## src/fifo_flag_consts.vh

```
// constants for the fifo status-flag and reset-configuration block
`ifndef FIFO_FLAG_CONSTS_VH
`define FIFO_FLAG_CONSTS_VH

// =====================================================================
// register byte addresses
`define FFS_ADDR_CONFIG 12'h000
`define FFS_ADDR_EMPTY_OFS 12'h004
`define FFS_ADDR_FULL_OFS 12'h008
`define FFS_ADDR_STATUS 12'h00c

// =====================================================================
// offset register defaults per depth
`define FFS_DEPTH_256 13'h0100
`define FFS_DEPTH_512 13'h0200
`define FFS_OFS_DEF_D256 12'h01f
`define FFS_OFS_DEF_D512 12'h03f
`define FFS_OFS_DEF_LARGE 12'h07f

// =====================================================================
// config register fields
`define FFS_CFG_FALL_THROUGH_MODE 0
`define FFS_CFG_SYNC 1
`define FFS_CFG_EDEPTH_LO 2
`define FFS_CFG_EDEPTH_HI 3
`define FFS_CFG_FDEPTH_LO 4
`define FFS_CFG_FDEPTH_HI 5

// =====================================================================
// status register fields
`define FFS_ST_CNT_LO 0
`define FFS_ST_CNT_HI 12
`define FFS_ST_EMPTY 16
`define FFS_ST_FULL 17
`define FFS_ST_HALF 18
`define FFS_ST_AEMPTY 19
`define FFS_ST_AFULL 20

// =====================================================================
// flag buffering depths
`define FFS_BUF_SINGLE 2'h1
`define FFS_BUF_DOUBLE 2'h2
`define FFS_BUF_TRIPLE 2'h3

`endif

```

## src/flag_buffer.v

```verilog
// selectable one to three stage register buffer for a boundary flag
`timescale 1ns/1ps
`include "fifo_flag_consts.vh"
module flag_buffer (
  // clock and reset
  input wire core_clk,
  input wire rst_n,
  // control
  input wire advance,
  input wire [1:0] depth,
  input wire resetValue,
  // flag
  input wire flagIn,
  output reg flagOut
);

  // =====================================================================
  // inner stages, clocked only on the owning side's edge
  wire [2:0] stage;

  assign stage[0] = flagIn;

  genvar k;
  generate
    for (k = 1; k < 3; k = k + 1) begin : g_stage
      reg stageQ;
      always @(posedge core_clk) begin
        if (!rst_n) begin
          stageQ <= resetValue;
        end else if (advance) begin
          stageQ <= stage[k-1];
        end
      end
      assign stage[k] = stageQ;
    end
  endgenerate

  // =====================================================================
  // output stage picks its source from the chosen depth
  always @(posedge core_clk) begin
    if (!rst_n) begin
      flagOut <= resetValue;
    end else if (advance) begin
      case (depth)
        `FFS_BUF_DOUBLE: flagOut <= stage[1];
        `FFS_BUF_TRIPLE: flagOut <= stage[2];
        default: flagOut <= stage[0];
      endcase
    end
  end

endmodule

```

## src/fifo_flag_status.v

```verilog
// fifo fill tracking, status flags, reset-time configuration and apb registers
//
// Added by the designer: the APB register port and the address map.
`timescale 1ns/1ps
`include "fifo_flag_consts.vh"

// Notes on behaviour
// - async partial mode: almost-empty falls on read edge, rises on write edge
// - async partial mode: almost-full falls on write edge, rises on read edge
// - sync partial mode: almost-empty updates on read edges only
// - sync partial mode: almost-full updates on write edges only
// - buffering depth applies to empty and full flags only
// - each extra buffer stage delays the boundary flag one more edge
// - reset configuration selects single, double or triple boundary buffering
// - write-expand 0 (standard timing): first-load picks partial timing, read-expand picks buffering
// - straps 0,1,0 give standard, double buffered, asynchronous partial flags
// - read-expand 0, write-expand 1: fall-through, triple ready, double input-ready
// - both expand straps 1: standard, single buffered, asynchronous partials
// - empty offset defaults 31, 63 or 127 by depth
// - full offset defaults 31, 63 or 127 by depth
// - standard: almost-empty low up to n words, empty low only at zero
// - standard: half-full low from D/2+1, almost-full low from D-m
// - fall-through: almost-empty low up to n+1, output-ready high at zero
// - fall-through: half-full low from D/2+2, almost-full low from D+1-m
// - standard: full low exactly at D words
// - fall-through: input-ready high only at D+1 words
// - partial flag timing choice comes from the reset configuration
// - reset forces half-full, almost-full, full high, almost-empty low
// - offsets n and m live in 12-bit registers reset to defaults
module fifo_flag_status #(
  parameter [12:0] DEPTH = 13'h0100
) (
  // clock and reset
  input wire core_clk,
  input wire rst_n,
  // reset-time configuration straps
  input wire firstLoadStrap,
  input wire readExpandIn,
  input wire writeExpandIn,
  // write side: edge strobe and write request
  input wire wrTick,
  input wire wrReq,
  // read side: edge strobe and read request
  input wire rdTick,
  input wire rdReq,
  // flags
  output wire emptyFlagN,
  output wire fullFlagN,
  output reg halfFullFlagN,
  output reg almostEmptyFlagN,
  output reg almostFullFlagN,
  output reg fallThroughMode,
  // apb slave
  input wire psel,
  input wire penable,
  input wire pwrite,
  input wire [11:0] paddr,
  input wire [31:0] pwdata,
  output reg [31:0] prdata,
  output reg pready,
  output reg pslverr
);

  // =====================================================================
  // constants
  localparam [11:0] OFS_DEFAULT = (DEPTH == `FFS_DEPTH_256) ? `FFS_OFS_DEF_D256 :
                                  (DEPTH == `FFS_DEPTH_512) ? `FFS_OFS_DEF_D512 :
                                  `FFS_OFS_DEF_LARGE;
  localparam [12:0] HALF_MARK = (DEPTH >> 1) + 13'h0001;

  // =====================================================================
  // strap decode
  wire strapFwft;
  wire strapBothExpand;
  wire strapSync;
  wire [1:0] strapEmptyDepth;
  wire [1:0] strapFullDepth;

  assign strapFwft = !readExpandIn && writeExpandIn;
  assign strapBothExpand = readExpandIn && writeExpandIn;
  // both expand straps force async partials
  assign strapSync = firstLoadStrap && !strapBothExpand;
  assign strapEmptyDepth = strapFwft ? `FFS_BUF_TRIPLE :
                           (readExpandIn && !writeExpandIn) ? `FFS_BUF_DOUBLE :
                           `FFS_BUF_SINGLE;
  // double buffered full flag for 0,1,0
  assign strapFullDepth = strapFwft ? `FFS_BUF_DOUBLE :
                          (readExpandIn && !writeExpandIn) ? `FFS_BUF_DOUBLE :
                          `FFS_BUF_SINGLE;

  // =====================================================================
  // latched configuration
  reg cfgSync_q;
  reg [1:0] cfgEmptyDepth_q;
  reg [1:0] cfgFullDepth_q;

  // follow straps during reset, hold after release
  always @(posedge core_clk) begin
    if (!rst_n) begin
      fallThroughMode <= strapFwft;
      cfgSync_q <= strapSync;
      cfgEmptyDepth_q <= strapEmptyDepth;
      cfgFullDepth_q <= strapFullDepth;
    end
  end

  // =====================================================================
  // offset registers
  reg [11:0] emptyOfs_q;
  reg [11:0] fullOfs_q;
  wire apbWrite;
  wire apbSetup;

  assign apbSetup = psel && penable && !pready;
  assign apbWrite = psel && penable && pready && pwrite;

  // offsets reset to defaults, software may rewrite them
  always @(posedge core_clk) begin
    if (!rst_n) begin
      emptyOfs_q <= OFS_DEFAULT;
      fullOfs_q <= OFS_DEFAULT;
    end else if (apbWrite) begin
      if (paddr == `FFS_ADDR_EMPTY_OFS) begin
        emptyOfs_q <= pwdata[11:0];
      end
      if (paddr == `FFS_ADDR_FULL_OFS) begin
        fullOfs_q <= pwdata[11:0];
      end
    end
  end

  // =====================================================================
  // fill count
  reg [12:0] fillCnt_q;
  reg [12:0] fillNext;
  wire [12:0] fwftAdd;
  wire [12:0] capacity;
  wire wrDo;
  wire rdDo;

  assign fwftAdd = {12'h000, fallThroughMode};
  // fall-through capacity counts the output register
  assign capacity = DEPTH + fwftAdd;
  assign wrDo = wrTick && wrReq && (fillCnt_q != capacity);
  assign rdDo = rdTick && rdReq && (fillCnt_q != 13'h0000);

  always @* begin
    fillNext = fillCnt_q;
    if (wrDo && !rdDo) begin
      fillNext = fillCnt_q + 13'h0001;
    end else if (rdDo && !wrDo) begin
      fillNext = fillCnt_q - 13'h0001;
    end
  end

  always @(posedge core_clk) begin
    if (!rst_n) begin
      fillCnt_q <= 13'h0000;
    end else begin
      fillCnt_q <= fillNext;
    end
  end

  // =====================================================================
  // raw threshold compares on the updated count
  wire aeLow;
  wire afLow;
  wire hfLow;
  wire atZero;
  wire atCap;
  wire [13:0] fillPlusM;
  wire [13:0] capWide;

  // almost-empty low up to n words in standard timing
  // up to n+1 words in fall-through timing
  assign aeLow = fillNext <= ({1'b0, emptyOfs_q} + fwftAdd);
  // half-full low from D/2+1, from D/2+2
  assign hfLow = fillNext >= (HALF_MARK + fwftAdd);
  assign fillPlusM = {1'b0, fillNext} + {2'b00, fullOfs_q};
  assign capWide = {1'b0, capacity};
  // almost-full low from D-m or D+1-m
  assign afLow = fillPlusM >= capWide;
  assign atZero = fillNext == 13'h0000;
  assign atCap = fillNext == capacity;

  // =====================================================================
  // boundary flags
  wire emptyPin;
  wire fullPin;
  wire emptyReset;

  // empty low only at zero; output-ready high at zero
  assign emptyPin = fallThroughMode ? atZero : !atZero;
  // full low at D; input-ready high at D+1
  assign fullPin = fallThroughMode ? atCap : !atCap;
  // empty resets low in standard, high in fall-through
  assign emptyReset = strapFwft;

  // only the boundary flags are buffered
  // read-side edges move the empty flag through its stages
  flag_buffer u_emptyBuf (
    .core_clk(core_clk),
    .rst_n(rst_n),
    .advance(rdTick),
    .depth(cfgEmptyDepth_q),
    .resetValue(emptyReset),
    .flagIn(emptyPin),
    .flagOut(emptyFlagN)
  );

  // deeper setting adds write-side edges of delay
  flag_buffer u_fullBuf (
    .core_clk(core_clk),
    .rst_n(rst_n),
    .advance(wrTick),
    .depth(cfgFullDepth_q),
    .resetValue(1'b1),
    .flagIn(fullPin),
    .flagOut(fullFlagN)
  );

  // =====================================================================
  // partial flags
  always @(posedge core_clk) begin
    if (!rst_n) begin
      halfFullFlagN <= 1'b1;
      almostEmptyFlagN <= 1'b0;
      almostFullFlagN <= 1'b1;
    end else begin
      if (wrTick || rdTick) begin
        halfFullFlagN <= !hfLow;
      end
      if (cfgSync_q) begin
        if (rdTick) begin
          almostEmptyFlagN <= !aeLow;
        end
        if (wrTick) begin
          almostFullFlagN <= !afLow;
        end
      end else begin
        // falls on read edge, rises on write edge
        if (rdTick && aeLow) begin
          almostEmptyFlagN <= 1'b0;
        end else if (wrTick && !aeLow) begin
          almostEmptyFlagN <= 1'b1;
        end
        // falls on write edge, rises on read edge
        if (wrTick && afLow) begin
          almostFullFlagN <= 1'b0;
        end else if (rdTick && !afLow) begin
          almostFullFlagN <= 1'b1;
        end
      end
    end
  end

  // =====================================================================
  // apb read mux
  reg [31:0] readData;
  reg addrHit;

  always @* begin
    readData = 32'h00000000;
    addrHit = 1'b1;
    case (paddr)
      `FFS_ADDR_CONFIG: begin
        readData[`FFS_CFG_FALL_THROUGH_MODE] = fallThroughMode;
        readData[`FFS_CFG_SYNC] = cfgSync_q;
        readData[`FFS_CFG_EDEPTH_HI:`FFS_CFG_EDEPTH_LO] = cfgEmptyDepth_q;
        readData[`FFS_CFG_FDEPTH_HI:`FFS_CFG_FDEPTH_LO] = cfgFullDepth_q;
      end
      `FFS_ADDR_EMPTY_OFS: begin
        readData[11:0] = emptyOfs_q;
      end
      `FFS_ADDR_FULL_OFS: begin
        readData[11:0] = fullOfs_q;
      end
      `FFS_ADDR_STATUS: begin
        readData[`FFS_ST_CNT_HI:`FFS_ST_CNT_LO] = fillCnt_q;
        readData[`FFS_ST_EMPTY] = emptyFlagN;
        readData[`FFS_ST_FULL] = fullFlagN;
        readData[`FFS_ST_HALF] = halfFullFlagN;
        readData[`FFS_ST_AEMPTY] = almostEmptyFlagN;
        readData[`FFS_ST_AFULL] = almostFullFlagN;
      end
      default: begin
        addrHit = 1'b0;
      end
    endcase
  end

  // =====================================================================
  // apb handshake: one wait state, answer registered
  always @(posedge core_clk) begin
    if (!rst_n) begin
      pready <= 1'b0;
      pslverr <= 1'b0;
      prdata <= 32'h00000000;
    end else if (apbSetup) begin
      pready <= 1'b1;
      pslverr <= !addrHit;
      prdata <= pwrite ? 32'h00000000 : readData;
    end else begin
      pready <= 1'b0;
      pslverr <= 1'b0;
    end
  end

endmodule

```

## config.mk

```make
export PLATFORM = sky130hd
export DESIGN_NAME = fifo_flag_status
export DESIGN_NICKNAME = d
export VERILOG_FILES = /design/src/flag_buffer.v /design/src/fifo_flag_status.v
export VERILOG_INCLUDE_DIRS = /design/src
export SDC_FILE = /design/constraint.sdc
export NUM_CORES = 1
export LEC_CHECK = 0
export BUFFER_PORTS_ARGS = -buffer_cell sky130_fd_sc_hd__buf_2
export CORE_UTILIZATION = 35
export CTS_CLUSTER_DIAMETER = 50
export DETAILED_ROUTE_END_ITERATION = 12
export PLACE_DENSITY = 0.56
export SKIP_CTS_REPAIR_TIMING = 1
export SLEW_MARGIN = 20
export SYNTH_ARGS = -nofsm -noshare
export SYNTH_HDL_FRONTEND = slang
export SYNTH_SLANG_ARGS = --single-unit
```

## constraint.sdc

```tcl
create_clock -name core_clk -period 12.45 [get_ports core_clk]
set_input_delay 1.245 -clock core_clk [delete_from_list [all_inputs] [get_ports core_clk]]
set_output_delay 1.245 -clock core_clk [all_outputs]
set_load 0.05 [all_outputs]
```

# --- Word-level counts from Yosys, hierarchy flattened ---
# Index checks and enable logic that the tools add are counted.
word_totals:
  reg_bits: 86
  inputBits: 56
  out_inout_bits: 40
  elab_cells: 110
op_classes:
  n_addsub: 6
  magnitude_cmp: 3
  eq_ne: 12
  mux: 28
  reduce_logical: 42
op_table:
  columns: ["cell", "count"]
  rows:
  - ["$mux W13", 2]
  - ["$eq A12 B4 Y1 const B", 2]
  - ["$pmux W6 S4", 1]
  - ["$mux W21", 1]
  - ["$mux W1", 19]
  - ["$logic_and A1 B1 Y1", 18]
  - ["$pmux W6 S3", 1]
  - ["$add A13 B12 Y14", 1]
  - ["$ge A14 B10 Y1", 1]
  - ["$add A12 B1 Y13", 1]
  - ["$add A13 B1 Y13 const B", 1]
  - ["$eq A13 B10 Y1", 1]
  - ["$ge A13 B9 Y1", 1]
  - ["$le A13 B13 Y1", 1]
  - ["$logic_not A13 Y1", 1]
  - ["$ne A13 B10 Y1", 1]
  - ["$reduce_bool A13 Y1", 1]
  - ["$sub A13 B1 Y13 const B", 1]
  - ["$eq A12 B3 Y1 const B", 1]
  - ["$logic_not A1 Y1", 12]
  - ["$logic_not A12 Y1", 1]
  - ["$add A9 B1 Y10 const A", 1]
  - ["$reduce_and A2 Y1", 5]
  - ["$add A8 B1 Y9 const A", 1]
  - ["other kinds (9)", 15]

# --- Logic depth before layout (Yosys ltp) ---
logic_depth:
  word_depth: 14
  mapped_depth: 21
  mapped_depth_nobuf: 19

# --- By module ---
# Synthesis repeated with hierarchy kept, for this count alone.
unflattened:
  hier_cells: 521
  area_unflattened_um2: 4730.8
modules_own_cells:
  columns: ["module", "instances", "cells_per_inst", "area_per_inst_um2", "seq_area_each_um2"]
  rows:
  - ["fifo_flag_status", 1, 495, 4423.0, 1351.3]
  - ["flag_buffer", 2, 13, 153.9, 90.1]

# --- Least setup slack after synthesis ---
# Ideal clock, no wire load.
synth_path:
  kind: "input-to-reg"
  startpoint: "in wrTick"
  endpoint: "reg almostFullFlagN"
  setup_ps: 87
  arrival_time_ps: 4568
  t_required_ps: 12363
  slack_ps: 7795
  path_stages: 19
  path_buffers: 3
  cell_sequence: "clkbuf_1 -> and2_1 -> clkbuf_1 -> and3_1 -> buf_2 -> nor2_1 -> xnor2_1 -> ha_1 -> inv_1 -> fa_1 -> nor2b_1 -> o21a_1 -> o21a_1 -> o21ai_0 -> a311oi_1 -> o21ai_0 -> o32ai_1 -> a32oi_1 -> o31ai_1"
synth_via:
  elab_chain_len: 12
  word_cells_on_any_way: 18
  classes_between: "1 x add/sub; 1 x order compare; 1 x eq/ne; 5 x mux; 10 x reduce/logical"
synth_rtl:
  columns: ["item", "line", "rtl"]
  rows:
  - ["start, declared", "fifo_flag_status.v:41", "input wire wrTick,"]
  - ["$logic_and A1 B1 Y1 * (2 in a row)", "fifo_flag_status.v:144", "assign wrDo = wrTick && wrReq && (fillCnt_q != capacity);"]
  - ["$logic_not A1 Y1", "fifo_flag_status.v:151", "end else if (rdDo && !wrDo) begin"]
  - ["$logic_and A1 B1 Y1", "fifo_flag_status.v:151", null]
  - ["$mux W13", "fifo_flag_status.v:151", null]
  - ["$mux W13 *", "fifo_flag_status.v:149", "if (wrDo && !rdDo) begin"]
  - ["via fillNext[0]", "fifo_flag_status.v:135", "reg [12:0] fillNext;"]
  - ["$add A13 B12 Y14 *", "fifo_flag_status.v:179", "assign fillPlusM = {1'b0, fillNext} + {2'b00, fullOfs_q};"]
  - ["$ge A14 B10 Y1 *", "fifo_flag_status.v:182", "assign afLow = fillPlusM >= capWide;"]
  - ["$logic_not A1 Y1", "fifo_flag_status.v:238, fifo_flag_status.v:250", null]
  - ["$logic_and A1 B1 Y1", "fifo_flag_status.v:250", "end else if (rdTick && !afLow) begin"]
  - ["$reduce_bool A3 Y1 (no source line)", null, null]
  - ["$reduce_and A2 Y1 (no source line)", null, null]
  - ["end signal, assigned", "fifo_flag_status.v:238", "almostFullFlagN <= !afLow;"]
  - ["end, declared", "fifo_flag_status.v:51", "output reg almostFullFlagN,"]
# The timed path passes the listed nets; every way through them passes the cells marked *. The select of a mux whose other input is x is not followed.
# A chain may end at the register's enable or synchronous reset.

# --- Worst setup path after layout ---
layout_path:
  startpoint: "reg fillCnt_q[0]"
  endpoint: "reg almostFullFlagN"
layout_via:
  elab_chain_len: 12
  word_cells_on_any_way: 22
  classes_between: "3 x add/sub; 1 x order compare; 1 x eq/ne; 5 x mux; 12 x reduce/logical"
layout_rtl:
  columns: ["item", "line", "rtl"]
  rows:
  - ["start, declared", "fifo_flag_status.v:134", "reg [12:0] fillCnt_q;"]
  - ["start signal, assigned", "fifo_flag_status.v:160", "fillCnt_q <= fillNext;"]
  - ["parallel branches: the longest is 5 deep, another holds $sub A13 B1 Y13", null, null]
  - ["$mux W13 *", "fifo_flag_status.v:149", null]
  - ["via fillNext[0]", "fifo_flag_status.v:135", null]
  - ["$add A13 B12 Y14 *", "fifo_flag_status.v:179", null]
  - ["$ge A14 B10 Y1 *", "fifo_flag_status.v:182", null]
  - ["$logic_not A1 Y1", "fifo_flag_status.v:238, fifo_flag_status.v:250", null]
  - ["$logic_and A1 B1 Y1", "fifo_flag_status.v:250", null]
  - ["$reduce_bool A3 Y1 (no source line)", null, null]
  - ["$reduce_and A2 Y1 (no source line)", null, null]
# Mark *: on every way through the listed nets, which the timed path passes. The select of a mux whose other input is x is not followed.

==> summary.md <==
| Metric | Value |
|---|---|
| Crit path cell chain | inv_1 -> ha_1 -> or4b_1 -> o41ai_4 -> and3_1 -> nor2_1 -> xnor2_1 -> ha_1 -> inv_1 -> fa_1 -> nor2b_1 -> o21a_1 -> o21a_1 -> o21ai_0 -> a311oi_1 -> o21ai_0 -> o32ai_1 -> a32oi_1 -> o31ai_1 |
| FF+latch count, synth | 71 |
| PortBufs | 61 |
| Area after DPL | 0.00492 sq mm |
| Clock-pin slew of the registers on the worst-case setup and hold paths | 0.06 ns |
| DP HPWL | 9.39 mm |
| Register area share after synthesis | 0.331 |
| CTS tree | built |
| # diodes | 0 |
| Rel. slew slack | 0.443 |
| WS Path Type | reg -> reg |
| H-tree Lvls | 3 |
| Cells after Synth | 497 |
| Most used flip-flop cell after synthesis | dfxtp_1 |
| Tot GR Track Use | 0.189 |
| Clock tree sinks | 71 |
| Vias in the first global route | 3,534 |
| Final core utilization | 0.417 |
| Syn_area_per_cell | 9.14 sq um |
| Final period util | 0.425 |
| Crit path largest cell delay | 0.53 ns |
| Power per cell area | 248 mW/mm^2 |
| WP data arrival | 5.55 ns |
| CTS Buf Count | 9 |
| Slew Viols, Final | 0 |
| CP max-delay cell | or4b_1 |
| Core area | 0.0126 sq mm |
| Peak VDD IR | 103 uV |
| Fillers | 1,301 |
| Max capacitance violation total | 0 |
| Die Width | 116 microns |
| Worst hold path class | reg -> reg |
| Root Driver | clkbuf_16 |
| Final instance area | 0.00526 sq mm |
| Fin. Hold Viols | 0 |
| RSZ-0062 raised after global routing | no |
| Detailed-route DRC error count | 0 |
| I/O pins | 96 |
| Largest net degree at the start of global routing | 49 |
| Post-Synthesis Cell Area | 0.00454 sq mm |
| Fmax achieved | 0.189 GHz |
| Initial antenna violation count | 0 |
| Layout cells sized above 1 | 0.188 |
| Worst-skew pair later-pin latency | 0.33 ns |
| Vias | 3,765 |
| Yosys warning count | 0 |
| Setup TNS | 0 ns |
| Total gr overflow | 0 |
| Die area | 0.0134 sq mm |
| # rows | 41 |
| Final wirelength | 12.1 mm |
| Layout Area Growth over Synthesis | 15.8% |
| Clk buf depth | 2 |
| R2r setup slk | 7.16 ns |
| Setup crit end kind | register |
| TritonRoute pass-1 iters | 5 |
| Actual slew at the worst max-slew pin | 0.828 ns |
| Ys async rst share | 0 |
| Static Leak | 2.25 nW |
| Final Setup Violations | 0 |
| Vias per cell | 5.24 |
| First-pass GRT wire length | 19.0 mm |
| Post-route minimum period | 5.29 ns |
| Worst-path fanout max | 9 |
| Routability-driven placement congestion ratio | 0.898 |
| Status | complete, no violations |
| Unique masters post-synth | 65 |
| Starting DRT DRC Count | 259 |
| Startpoint Class | register |
| CP required | 12.70 ns |
| Nets@finish | 631 |
| Initial core utilization | 0.360 |
| Drt wl/cell | 16.8 microns |
| Layout Skew | 0.00827 ns |
| Antenna Nets Post-Route | 0 |
| Post-synth EDFFs | 8 |
| Die H | 116 microns |
## cells by family after synthesis
logic type,Yosys count,synth area share
other cells,1,0.000826
fa+ha+maj,33,0.0926
mux,40,0.107
compound gates,90,0.154
simple gates,169,0.198
flops,71,0.331
buf+inv,69,0.0716
xor+xnor,24,0.0463
## registers in the layout (all words and copies together) (netlist names), 2 cells and up
signal and flops:
fillCnt_q 13, prdata 18, emptyOfs_q 12, u_fullBuf.g_stage.stageQ 2, fullOfs_q 12, cfgEmptyDepth_q 2
u_emptyBuf.g_stage.stageQ 2
## report_power, final
| group | total, mW | switching, mW | internal (mW) |
|---|---|---|---|
| clock network | 0.295 | 0.0982 | 0.197 |
| logic | 0.698 | 0.401 | 0.298 |
| registers | 0.313 | 0.0533 | 0.260 |
| total | 1.31 | 0.552 | 0.754 |
## cells in the final DEF (no fill, tap or decap), types with 3 or more instances in the layout
cell type	instances
a211oi_1	3
a21o_1	6
a21oi_1	9
a22o_1	6
a22oi_1	20
a32oi_1	4
and2_1	13
and3_1	10
buf_2	61
buf_4	4
bufinv_16	3
clkbuf_16	9
conb_1	14
dfxtp_1	63
edfxtp_1	8
ha_1	32
inv_1	24
mux2_2	7
mux2i_1	27
mux4_2	6
nand2_1	21
nand2b_1	3
nand3_1	13
nand4_1	10
nor2_1	57
nor2b_1	6
nor3_1	4
nor4_1	9
o211ai_1	5
o21a_1	5
o21ai_0	6
o31ai_1	5
or3_1	6
xnor2_1	16
xor2_1	8
## routing by layer
layer | vias to the layer above | track usage | share of wire
li1 | 1888 | - | -
met5 | - | 0 | 0
met2 | 97 | 0.302 | 0.46
met4 | 0 | 0.0410 | 0.0075
met1 | 1771 | 0.263 | 0.47
met3 | 9 | 0.0377 | 0.055
## cells in the mapped netlist (3+ instances only)
cell	n	area, sq um
dfxtp_1	63	1260
or3_1	6	37.5
buf_4	15	113
nand4_1	10	62.6
o21a_1	5	37.5
inv_1	24	90.1
a22o_1	6	52.6
nand3_1	13	65.1
a22oi_1	20	150
ha_1	32	400
nor4_1	9	56.3
and2_1	13	81.3
clkbuf_1	26	97.6
xor2_1	8	70.1
nand2b_1	3	18.8
mux4_2	6	135
a21oi_1	9	45.0
mux2i_1	27	270
xnor2_1	16	140
nor2_1	57	214
and3_1	10	62.6
a211oi_1	3	22.5
nand2_1	21	78.8
nor4b_1	3	26.3
o31ai_1	5	37.5
a21o_1	6	45.0
mux2_2	7	78.8
edfxtp_1	8	240
a32oi_1	4	35.0
o211ai_1	5	37.5
nor3_1	5	25.0
nor2b_1	6	37.5
o21ai_0	6	30.0
## path summary, 6_finish.rpt
path	start	to	depth (start not counted)
hold reg to reg	u_fullBuf.g_stage[2].stageQ	u_fullBuf.g_stage[2].stageQ	2
hold / removal	u_fullBuf.g_stage[2].stageQ	u_fullBuf.g_stage[2].stageQ	2
setup / recovery	fillCnt_q[0]	almostFullFlagN	19
setup reg to reg	fillCnt_q[0]	almostFullFlagN	19
## layout make-up
class / count / area (sq um) / area share
Multi-Input combinational cell: 370 / 2780 / 0.527
Sequential cell: 71 / 1500 / 0.285
Timing Repair Buffer: 65 / 335 / 0.0637
Clock buffer: 11 / 233 / 0.0442
Tap cell: 172 / 215 / 0.0409
Clock inverter: 5 / 108 / 0.0205
Inverter: 25 / 93.8 / 0.0178
## worst max-delay path: cells and delay by family (launching register included)
kind / cells / cell delay, ns
AOI/OAI and AO/OA: 9 / 2.02
DFF: 1 / 0.41
xor gates and xnor gates: 1 / 0.48
adders and majority gates: 3 / 0.88
buffers and inverters: 2 / 0.16
and+or+nand+nor: 4 / 1.25
## metrics by stage
stage          hold WS (ns)  total power, mW  setup WS, ns  cells
3_5_place_dp          0.461             1.00          7.20    703
4_1_cts               0.475             1.30          7.18    719
6_report              0.478             1.31          7.16    719
3_3_place_gp          0.453            0.991          7.29    703
5_1_grt               0.505             1.41          6.78    719
2_1_floorplan         0.441            0.854          7.79    510
Power figures use the tool's default switching activity.
